`src/include/cocc_defs.vh`:
```
// register offsets, field positions, reset values and codes of the output stage
`ifndef COCC_DEFS_VH
`define COCC_DEFS_VH

// register byte offsets
`define COCC_OFS_CHAN_PD 8'h00
`define COCC_OFS_ROUTE 8'h04
`define COCC_OFS_CLK_PD 8'h08
`define COCC_OFS_CLK_EN 8'h0C
`define COCC_OFS_CLK_AMP 8'h10
`define COCC_OFS_REF_CTL 8'h14
`define COCC_OFS_REF_AMP 8'h18
`define COCC_OFS_REF_DLY 8'h1C
`define COCC_OFS_DIV 8'h20
`define COCC_OFS_SDIV 8'h24
`define COCC_OFS_PH_LO 8'h28
`define COCC_OFS_PH_HI 8'h2C
`define COCC_OFS_STATUS 8'h30

// field positions in the sysref control register
`define COCC_REF_PD_LSB 0
`define COCC_REF_EN_LSB 8
`define COCC_REF_BIAS_LSB 16

// status register fields
`define COCC_ST_ACT_LSB 0
`define COCC_ST_SEQ_BIT 8
`define COCC_ST_CLK_LSB 16

// route selector values
`define COCC_ROUTE_CLOCK 1'b0
`define COCC_ROUTE_SYSREF 1'b1

// amplitude codes: 250, 500, 750 and 1000 mV swing
`define COCC_AMP_250 2'h0
`define COCC_AMP_500 2'h1
`define COCC_AMP_750 2'h2
`define COCC_AMP_1000 2'h3

// reset values
`define COCC_RST_CHAN_PD 5'h00
`define COCC_RST_ROUTE 8'h00
`define COCC_RST_CLK_PD 10'h000
`define COCC_RST_CLK_EN 10'h000
`define COCC_RST_CLK_AMP 20'h55555
`define COCC_RST_REF_PD 8'h00
`define COCC_RST_REF_EN 8'h00
`define COCC_RST_REF_BIAS 8'h00
`define COCC_RST_REF_AMP 16'h5555
`define COCC_RST_REF_DLY 24'h000000
`define COCC_RST_DIV 20'h11111
`define COCC_RST_SDIV 8'h01
`define COCC_RST_PH 40'h0000000000

`endif

```
`src/rtl/cocc_div.v`:
```
// integer divider producing a toggling output level
`timescale 1ns/100ps
module cocc_div #(
  parameter W = 4
) (
  // clock and reset
  input wire clk_i,
  input wire rst_i,
  // divide value, zero behaves as one
  input wire [W-1:0] div_i,
  // divided level
  output wire q_o
);

reg [W-1:0] cnt_r;
reg q_r;
wire [W-1:0] last = (div_i == {W{1'b0}}) ? {W{1'b0}} : div_i - {{(W-1){1'b0}}, 1'b1};

always @(posedge clk_i)
begin
  if (rst_i)
  begin
    cnt_r <= {W{1'b0}};
    q_r <= 1'b0;
  end
  else if (cnt_r >= last)
  begin
    // half period is div_i cycles of the vco clock
    cnt_r <= {W{1'b0}};
    q_r <= ~q_r;
  end
  else
    cnt_r <= cnt_r + {{(W-1){1'b0}}, 1'b1};
end

assign q_o = q_r;

endmodule

```
`src/rtl/cocc_out.v`:
```
// state, source, delay and amplitude logic of one output
`timescale 1ns/100ps
`include "cocc_defs.vh"
module cocc_out (
  // clock and reset
  input wire clk_i,
  input wire rst_i,
  // configuration
  input wire route_i,
  input wire pd_i,
  input wire chan_pd_i,
  input wire en_i,
  input wire bias_i,
  input wire [1:0] amp_i,
  input wire [7:0] chan_ph_i,
  input wire [2:0] ref_dly_i,
  // sources
  input wire chan_clk_i,
  input wire sref_clk_i,
  input wire seq_active_i,
  // output state
  output reg lvl_o,
  output reg pwr_o,
  output reg mid_o,
  output reg [1:0] amp_o,
  output reg [7:0] dly_o
);

wire sref = (route_i == `COCC_ROUTE_SYSREF); // [RULE1]
// sysref mode: channel scope power, sequencer decides activity
wire pwr = sref ? ~chan_pd_i : ~pd_i; // [RULE7] [RULE4]
wire act = sref ? seq_active_i : en_i; // [RULE11] [RULE3] [RULE8]
wire src = sref ? sref_clk_i : chan_clk_i; // [RULE5]

always @(posedge clk_i)
begin
  if (rst_i)
  begin
    lvl_o <= 1'b0;
    pwr_o <= 1'b0;
    mid_o <= 1'b0;
    amp_o <= `COCC_AMP_250;
    dly_o <= 8'h00;
  end
  else
  begin
    pwr_o <= pwr; // [RULE9]
    lvl_o <= pwr & act & src; // [RULE9]
    mid_o <= pwr & sref & bias_i & ~seq_active_i; // [RULE12]
    amp_o <= amp_i; // [RULE10]
    dly_o <= sref ? {5'h00, ref_dly_i} : chan_ph_i; // [RULE6]
  end
end

endmodule

```
`src/rtl/cocc_top.v`:
```
// channel and output configuration of the clock output stage, wishbone slave
`timescale 1ns/100ps
`include "cocc_defs.vh"

// Summary of operation
// [RULE1] Each sysref-capable output carries the channel clock when its route bit is 0 and sysref when 1.
// [RULE2] Channels A to D hold one to three clock and sysref-capable outputs, channel E two clock outputs only.
// [RULE3] A sysref-routed output switches on when a sysref sequence starts and off after it without software.
// [RULE4] A clock-routed sysref-capable output takes its state only from its own settings.
// [RULE5] Clock routing uses the channel divider, sysref routing the one shared sysref divider.
// [RULE6] Clock routing uses the channel phase delay, sysref routing the output's own sysref delay.
// [RULE7] Power down exists per channel and per output, sysref-routed outputs obey the channel bit.
// [RULE8] Every clock and sysref-capable output has its own enable bit.
// [RULE9] Power down 1 means off, enable 0 means static low, enable 1 means toggling.
// [RULE10] Each output has a two-bit amplitude code for 250, 500, 750 or 1000 mV.
// [RULE11] For a sysref-routed output the sequencer, not the enable bit, decides activity.
// [RULE12] A sysref output with idle bias set rests at line midpoint instead of static low.
module cocc_top #(
  parameter DIV_W = 4,
  parameter SDIV_W = 8
) (
  // clock and reset
  input wire clk_i,
  input wire rst_i,
  // wishbone slave
  input wire cyc_i,
  input wire stb_i,
  input wire we_i,
  input wire [7:0] adr_i,
  input wire [31:0] dat_i,
  input wire [3:0] sel_i,
  output reg [31:0] dat_o,
  output reg ack_o,
  // sysref sequencer
  input wire seq_active_i,
  // clock outputs A0 A1 A2 B0 B1 C0 C1 D E0 E1
  output wire [9:0] clock_output_o,
  output wire [9:0] clock_output_pwr_o,
  output wire [19:0] clock_output_amp_o,
  output wire [79:0] clock_output_dly_o,
  // sysref-capable outputs A0 A1 A2 B0 B1 C0 C1 D
  output wire [7:0] sysref_capable_output_o,
  output wire [7:0] sysref_capable_output_pwr_o,
  output wire [7:0] sysref_capable_output_mid_o,
  output wire [15:0] sysref_capable_output_amp_o,
  output wire [63:0] sysref_capable_output_dly_o
);

////////////////////////////////////////////////////////////////////////////////
// output to channel map, index 0 is A0

localparam [29:0] CH_MAP = {3'h4, 3'h4, 3'h3, 3'h2, 3'h2, 3'h1, 3'h1, 3'h0, 3'h0, 3'h0}; // [RULE2]
localparam N_CH = 5;
localparam N_CLK = 10;
localparam N_REF = 8;

////////////////////////////////////////////////////////////////////////////////
// configuration registers

reg [4:0] chan_pd_r;
reg [7:0] route_r;
reg [9:0] clk_pd_r;
reg [9:0] clk_en_r;
reg [19:0] clk_amp_r;
reg [7:0] ref_pd_r;
reg [7:0] ref_en_r;
reg [7:0] ref_bias_r;
reg [15:0] ref_amp_r;
reg [23:0] ref_dly_r;
reg [19:0] div_r;
reg [7:0] sdiv_r;
reg [39:0] ph_r;

////////////////////////////////////////////////////////////////////////////////
// bus decode

// writes land at the taking edge, so outputs follow one edge after it
wire req = cyc_i & stb_i;
wire wr = req & we_i & ~ack_o;
wire rd = req & ~we_i & ~ack_o;
wire [7:0] ofs = {adr_i[7:2], 2'b00};

// byte-lane merge of write data into an old word
function [31:0] merge;
  input [31:0] old;
  input [31:0] d;
  input [3:0] s;
  integer i;
  begin
    merge = old;
    for (i = 0; i < 4; i = i + 1)
    begin
      if (s[i])
        merge[i*8 +: 8] = d[i*8 +: 8];
    end
  end
endfunction

////////////////////////////////////////////////////////////////////////////////
// register writes

wire [31:0] w_chan_pd = merge({27'h0, chan_pd_r}, dat_i, sel_i);
wire [31:0] w_route = merge({24'h0, route_r}, dat_i, sel_i);
wire [31:0] w_clk_pd = merge({22'h0, clk_pd_r}, dat_i, sel_i);
wire [31:0] w_clk_en = merge({22'h0, clk_en_r}, dat_i, sel_i);
wire [31:0] w_clk_amp = merge({12'h0, clk_amp_r}, dat_i, sel_i);
wire [31:0] ref_ctl = {8'h0, ref_bias_r, ref_en_r, ref_pd_r};
wire [31:0] w_ref_ctl = merge(ref_ctl, dat_i, sel_i);
wire [31:0] w_ref_amp = merge({16'h0, ref_amp_r}, dat_i, sel_i);
wire [31:0] w_ref_dly = merge({8'h0, ref_dly_r}, dat_i, sel_i);
wire [31:0] w_div = merge({12'h0, div_r}, dat_i, sel_i);
wire [31:0] w_sdiv = merge({24'h0, sdiv_r}, dat_i, sel_i);
wire [31:0] w_ph_lo = merge(ph_r[31:0], dat_i, sel_i);
wire [31:0] w_ph_hi = merge({24'h0, ph_r[39:32]}, dat_i, sel_i);

always @(posedge clk_i)
begin
  if (rst_i)
  begin
    chan_pd_r <= `COCC_RST_CHAN_PD;
    route_r <= `COCC_RST_ROUTE;
    clk_pd_r <= `COCC_RST_CLK_PD;
    clk_en_r <= `COCC_RST_CLK_EN;
    clk_amp_r <= `COCC_RST_CLK_AMP;
    ref_pd_r <= `COCC_RST_REF_PD;
    ref_en_r <= `COCC_RST_REF_EN;
    ref_bias_r <= `COCC_RST_REF_BIAS;
    ref_amp_r <= `COCC_RST_REF_AMP;
    ref_dly_r <= `COCC_RST_REF_DLY;
    div_r <= `COCC_RST_DIV;
    sdiv_r <= `COCC_RST_SDIV;
    ph_r <= `COCC_RST_PH;
  end
  else if (wr)
  begin
    case (ofs)
      `COCC_OFS_CHAN_PD:
        chan_pd_r <= w_chan_pd[4:0]; // [RULE7]
      `COCC_OFS_ROUTE:
        route_r <= w_route[7:0]; // [RULE1]
      `COCC_OFS_CLK_PD:
        clk_pd_r <= w_clk_pd[9:0]; // [RULE7]
      `COCC_OFS_CLK_EN:
        clk_en_r <= w_clk_en[9:0]; // [RULE8]
      `COCC_OFS_CLK_AMP:
        clk_amp_r <= w_clk_amp[19:0]; // [RULE10]
      `COCC_OFS_REF_CTL:
      begin
        ref_pd_r <= w_ref_ctl[`COCC_REF_PD_LSB +: 8];
        ref_en_r <= w_ref_ctl[`COCC_REF_EN_LSB +: 8]; // [RULE8]
        ref_bias_r <= w_ref_ctl[`COCC_REF_BIAS_LSB +: 8]; // [RULE12]
      end
      `COCC_OFS_REF_AMP:
        ref_amp_r <= w_ref_amp[15:0]; // [RULE10]
      `COCC_OFS_REF_DLY:
        ref_dly_r <= w_ref_dly[23:0]; // [RULE6]
      `COCC_OFS_DIV:
        div_r <= w_div[19:0]; // [RULE5]
      `COCC_OFS_SDIV:
        sdiv_r <= w_sdiv[7:0]; // [RULE5]
      `COCC_OFS_PH_LO:
        ph_r[31:0] <= w_ph_lo; // [RULE6]
      `COCC_OFS_PH_HI:
        ph_r[39:32] <= w_ph_hi[7:0];
      default:
        ph_r <= ph_r;
    endcase
  end
end

////////////////////////////////////////////////////////////////////////////////
// dividers: one per channel and one shared by all sysref-routed outputs

wire [N_CH-1:0] chan_clk;
wire sref_clk;

genvar g;
generate
  for (g = 0; g < N_CH; g = g + 1)
  begin : g_div
    cocc_div #(
      .W(DIV_W)
    ) u_div (
      .clk_i(clk_i),
      .rst_i(rst_i),
      .div_i(div_r[g*4 +: DIV_W]),
      .q_o(chan_clk[g])
    ); // [RULE5]
  end
endgenerate

cocc_div #(
  .W(SDIV_W)
) u_sdiv (
  .clk_i(clk_i),
  .rst_i(rst_i),
  .div_i(sdiv_r[SDIV_W-1:0]),
  .q_o(sref_clk)
); // [RULE5]

////////////////////////////////////////////////////////////////////////////////
// clock outputs: always clock routed, channel power down also applies

// clock outputs have no idle bias, so their midpoint flag is left open
// their sysref source and delay inputs are tied low since they never leave clock routing

generate
  for (g = 0; g < N_CLK; g = g + 1)
  begin : g_clk
    cocc_out u_clk (
      .clk_i(clk_i),
      .rst_i(rst_i),
      .route_i(`COCC_ROUTE_CLOCK),
      .pd_i(clk_pd_r[g] | chan_pd_r[CH_MAP[g*3 +: 3]]), // [RULE7]
      .chan_pd_i(chan_pd_r[CH_MAP[g*3 +: 3]]),
      .en_i(clk_en_r[g]), // [RULE8]
      .bias_i(1'b0),
      .amp_i(clk_amp_r[g*2 +: 2]), // [RULE10]
      .chan_ph_i(ph_r[CH_MAP[g*3 +: 3]*8 +: 8]),
      .ref_dly_i(3'h0),
      .chan_clk_i(chan_clk[CH_MAP[g*3 +: 3]]),
      .sref_clk_i(1'b0),
      .seq_active_i(1'b0),
      .lvl_o(clock_output_o[g]), // [RULE9]
      .pwr_o(clock_output_pwr_o[g]),
      .mid_o(),
      .amp_o(clock_output_amp_o[g*2 +: 2]),
      .dly_o(clock_output_dly_o[g*8 +: 8])
    );
  end
endgenerate

////////////////////////////////////////////////////////////////////////////////
// sysref-capable outputs of channels A to D

generate
  for (g = 0; g < N_REF; g = g + 1)
  begin : g_ref
    cocc_out u_ref (
      .clk_i(clk_i),
      .rst_i(rst_i),
      .route_i(route_r[g]), // [RULE1]
      .pd_i(ref_pd_r[g]), // [RULE4]
      .chan_pd_i(chan_pd_r[CH_MAP[g*3 +: 3]]), // [RULE7]
      .en_i(ref_en_r[g]),
      .bias_i(ref_bias_r[g]), // [RULE12]
      .amp_i(ref_amp_r[g*2 +: 2]),
      .chan_ph_i(ph_r[CH_MAP[g*3 +: 3]*8 +: 8]), // [RULE6]
      .ref_dly_i(ref_dly_r[g*3 +: 3]),
      .chan_clk_i(chan_clk[CH_MAP[g*3 +: 3]]),
      .sref_clk_i(sref_clk),
      .seq_active_i(seq_active_i), // [RULE3] [RULE11]
      .lvl_o(sysref_capable_output_o[g]),
      .pwr_o(sysref_capable_output_pwr_o[g]),
      .mid_o(sysref_capable_output_mid_o[g]),
      .amp_o(sysref_capable_output_amp_o[g*2 +: 2]),
      .dly_o(sysref_capable_output_dly_o[g*8 +: 8])
    );
  end
endgenerate

////////////////////////////////////////////////////////////////////////////////
// status: which sysref-capable outputs are live right now

// mirrors the activity decision without the divider phase, so software sees a steady value
reg [7:0] ref_live;
integer k;

always @*
begin
  ref_live = 8'h00;
  for (k = 0; k < N_REF; k = k + 1)
  begin
    if (route_r[k])
      ref_live[k] = ~chan_pd_r[CH_MAP[k*3 +: 3]] & seq_active_i; // [RULE11]
    else
      ref_live[k] = ~ref_pd_r[k] & ref_en_r[k]; // [RULE4]
  end
end

wire [31:0] status = {11'h0, chan_clk, 7'h0, seq_active_i, ref_live};

////////////////////////////////////////////////////////////////////////////////
// read mux and acknowledge; unmapped reads return zero and are still acked

reg [31:0] rdata;

always @*
begin
  case (ofs)
    `COCC_OFS_CHAN_PD:
      rdata = {27'h0, chan_pd_r};
    `COCC_OFS_ROUTE:
      rdata = {24'h0, route_r};
    `COCC_OFS_CLK_PD:
      rdata = {22'h0, clk_pd_r};
    `COCC_OFS_CLK_EN:
      rdata = {22'h0, clk_en_r};
    `COCC_OFS_CLK_AMP:
      rdata = {12'h0, clk_amp_r};
    `COCC_OFS_REF_CTL:
      rdata = ref_ctl;
    `COCC_OFS_REF_AMP:
      rdata = {16'h0, ref_amp_r};
    `COCC_OFS_REF_DLY:
      rdata = {8'h0, ref_dly_r};
    `COCC_OFS_DIV:
      rdata = {12'h0, div_r};
    `COCC_OFS_SDIV:
      rdata = {24'h0, sdiv_r};
    `COCC_OFS_PH_LO:
      rdata = ph_r[31:0];
    `COCC_OFS_PH_HI:
      rdata = {24'h0, ph_r[39:32]};
    `COCC_OFS_STATUS:
      rdata = status;
    default:
      rdata = 32'h00000000;
  endcase
end

always @(posedge clk_i)
begin
  if (rst_i)
  begin
    ack_o <= 1'b0;
    dat_o <= 32'h00000000;
  end
  else
  begin
    // one wait state; ack drops the cycle after it was given
    ack_o <= req & ~ack_o;
    if (rd)
      dat_o <= rdata;
  end
end

endmodule

```
`config.mk`:
```
export PLATFORM = sky130hd
export DESIGN_NAME = cocc_top
export DESIGN_NICKNAME = d
export VERILOG_FILES = /design/src/rtl/cocc_div.v /design/src/rtl/cocc_out.v /design/src/rtl/cocc_top.v
export VERILOG_INCLUDE_DIRS = /design/src /design/src/include
export SDC_FILE = /design/constraint.sdc
export NUM_CORES = 1
export LEC_CHECK = 0
export BUFFER_PORTS_ARGS = -buffer_cell sky130_fd_sc_hd__buf_2
export CAP_MARGIN = 20
export CORE_AREA = 2 2 183 221
export DETAILED_ROUTE_END_ITERATION = 6
export DIE_AREA = 0 0 185 223
export HOLD_SLACK_MARGIN = 0.06
export PLACE_DENSITY_LB_ADDON = 0.15
export SLEW_MARGIN = 20
export SYNTH_ARGS = -nofsm -noshare
export SYNTH_HDL_FRONTEND = slang
export SYNTH_SLANG_ARGS = --single-unit
```
`constraint.sdc`:
```
create_clock -name clk_i -period 8.2 [get_ports clk_i]
set_input_delay 0.82 -clock clk_i [delete_from_list [all_inputs] [get_ports clk_i]]
set_output_delay 0.82 -clock clk_i [all_outputs]
set_load 0.01 [all_outputs]
```
==> results.tsv <==
metric	value	unit
status	completed	
fin crit period	3340	ps
Reg power frac	47.3	%
Seq/Total Area, Yosys	49.9	%
Clock Latency Late Sink	560	ps
# fillers	3785	
Core Area	39200	sq um
post-synthesis register bit count	436	
Switching Share	21.5	%
Final Max Tran Viols	0	
LEAKAGE	8.48	nW
Slew Limit Headroom	25.7	%
starting density of the core	44.6	%
CP Capture Type	flip-flop	
asr flop ratio synth	0	%
Worst Path Required	8670	ps
most instantiated cells after synthesis	dfxtp_1, nand2_1, a21oi_1	
final non-filler cell area	20200	sq um
NetSw	0.973	mW
H-tree levels	2	
vias post-DR	14300	
standard-cell rows	80	
layout cells sized above 1	20.2	%
vias in the first global route	13600	
First DRT Iteration DRCs	1235	
Least-Margin Pin Slew	1110	ps
setup_tns	0	ps
endpoints failing hold	0	
TritonCTS Sinks	436	
final setup fails	0	
top-area cell type share of the netlist area	49.9	%
Worst setup SP type	flip-flop	
Tightest Hold Check Type	reg2reg	
Final nets	2194	
leading area contributor after synthesis	dfxtp_1	
part of the power in combinational logic	3.1	%
Final Skew	25.7	ps
CP peak stage delay	420	ps
Area growth syn-to-layout	15.4	%
pwr dens	224	nW/um^2
worst-path cell chain	inv_1, ha_1, nand2_1, or3_1, or3_1, and2_1, ha_1, nand2b_1, a2111o_1, a31oi_1, o21ai_1, or2_2, nor2_1	
ranking of synthesized cells by area	dfxtp_1, nand2_1, a21oi_1, nand3_1, buf_4	
P_int	3.55	mW
Synthesized Nets	2041	
Mapped Avg Cell Area	8.94	sq um
Die Area	41300	sq um
critical path's slowest cell	or3_1	
die height	223	um
Clock Tree Buf Depth	3	
IO Pins	307	
Cell variety after synth	69	
Post-DP Area	18500	sq um
Via density	5.35	
CTS tree	built	
wire length per cell	19.6	um
initial antenna violation count	3	
ys flop type	dfxtp_1	
DRC viols	0	
max_cap viols	0	
Post-synth EDFFs	0	
RSZ-0062 raised after global routing	false	
critical path class	reg2reg	
Arr. time, crit path	3810	ps
# port buffers	304	
final cycle utilization of the critical path	40.7	%
First-pass DRT Iterations	5	
Syn Std Cell Area	17500	sq um
grt ovf	0	
Antenna Nets Post-Route	0	
die width	185	um
Routed WL	52500	um
# hold bufs at CTS	0	
Synth Instances	1956	
hpwl dp	36600	um
Final Wtd Congestion	0.903	
first-pass GRT wire length	79500	um
largest net degree at the start of global routing	89	
Setup Buffers After CTS	0	
Peak VDD IR	0.132	mV
most numerous cell in the Yosys netlist	dfxtp_1	
Max Freq	0.300	GHz
root buffer cell	clkbuf_16	
post_cts resized	0	
clock share of power	49.6	%
CP max FO	8	
GRT Overall Usage	24.8	%
yosys warns	0	
Num CTS Buffers	45	
clock-pin slew on the worst setup and hold paths	60	ps
## cells by family (layout without fill, tap and decap cells)
kind of cell	count (synthesis)	after routing	share of synthesized area [%]
buffers and inverters	247	435	8.14
muxes	54	54	3.11
and+or+nand+nor	807	807	22.4
AOI/OAI and AO/OA	352	352	12.7
adders and majority gates	35	35	2.50
other	0	2	0
xor gates and xnor gates	25	25	1.25
DFF	436	436	49.9
## critical path, delay by kind of cell, from the launching register on
| kind | cells | cell delay (ps) |
|---|---|---|
| compound gates | 3 | 690 |
| fa+ha+maj | 2 | 430 |
| flops | 1 | 340 |
| simple gates | 7 | 1700 |
| buf+inv | 1 | 100 |
## metrics by stage
| stage | worst slack, ps | hold WS, ps | utilization (%) | instances | total power, mW |
|---|---|---|---|---|---|
| 6_report | 4860 | 444 | 51.4 | 2679 | 4.52 |
| 5_1_grt | 4590 | 463 | 51.4 | 2678 | 4.65 |
| 4_1_cts | 4820 | 444 | 51.4 | 2677 | 4.56 |
| 3_5_place_dp | 4640 | 435 | 47.2 | 2595 | 2.33 |
| 3_3_place_gp | 4630 | 434 | 47.2 | 2595 | 2.33 |
| 2_1_floorplan | 5050 | 425 | - | 1956 | 2.27 |
## cell type report
cell class	instances	area, sq um	share of cell area (%)
timing repair buffer	321	1660	8.22
sequential	436	8730	43.3
inverter	32	120	0.595
multi-input combinational	1273	7350	36.4
clock inverter	23	365	1.81
tap	533	667	3.31
antenna	2	5.00	0.0248
clock buffer	59	1280	6.34
## registers in the layout (all words and copies together) (netlist names), 20 cells and up
| name | count |
|---|---|
| ph_r | 40 |
| div_r | 20 |
| g_clk.u_clk.dly_o | 40 |
| g_ref.u_ref.dly_o | 64 |
| g_div.u_div.cnt_r | 20 |
| dat_o | 32 |
| g_clk.u_clk.amp_o | 20 |
| clk_amp_r | 20 |
| ref_dly_r | 24 |
## layer usage
metal,global-route usage [%],up-vias,routed length (um)
met3,4.24,108,3780
met1,31.6,6756,21700
met4,10.4,0,1960
met5,0,-,0
met2,41.3,537,25000
li1,-,6928,-
## placed cells by master (no fill, tap or decap), types with 15 or more instances in the layout
cell	instances
dfxtp_1	436
buf_2	303
nand2_1	263
a21oi_1	173
nand3_1	154
nor2_1	145
nor2b_1	79
mux2i_1	51
clkbuf_16	46
and3_1	39
a22oi_1	37
ha_1	35
inv_1	32
nand2b_1	28
o21ai_0	26
nor3_1	25
buf_4	17
a211o_1	16
a21o_1	16
a221oi_1	15
## power by group through the flow
| stage | clock [mW] | combinational (mW) | sequential [mW] |
|---|---|---|---|
| 6_report | 2.24 | 0.140 | 2.14 |
| 5_1_grt | 2.36 | 0.148 | 2.14 |
| 4_1_cts | 2.28 | 0.138 | 2.14 |
| 3_5_place_dp | 0 | 0.137 | 2.19 |
| 3_3_place_gp | 0 | 0.137 | 2.19 |
| 2_1_floorplan | 0 | 0.0836 | 2.19 |
## path summary, 6_finish.rpt
check             cells after the start         endpoint  startpoint  slack (ps)
setup / recovery                     13  u_sdiv.cnt_r[3]   sdiv_r[0]        4860
hold / removal                        2         dat_o[9]    dat_o[9]         440
setup reg to reg                     13  u_sdiv.cnt_r[3]   sdiv_r[0]        4860
hold reg to reg                       2         dat_o[9]    dat_o[9]         440
No activity file was read; power rests on OpenSTA's default activity.
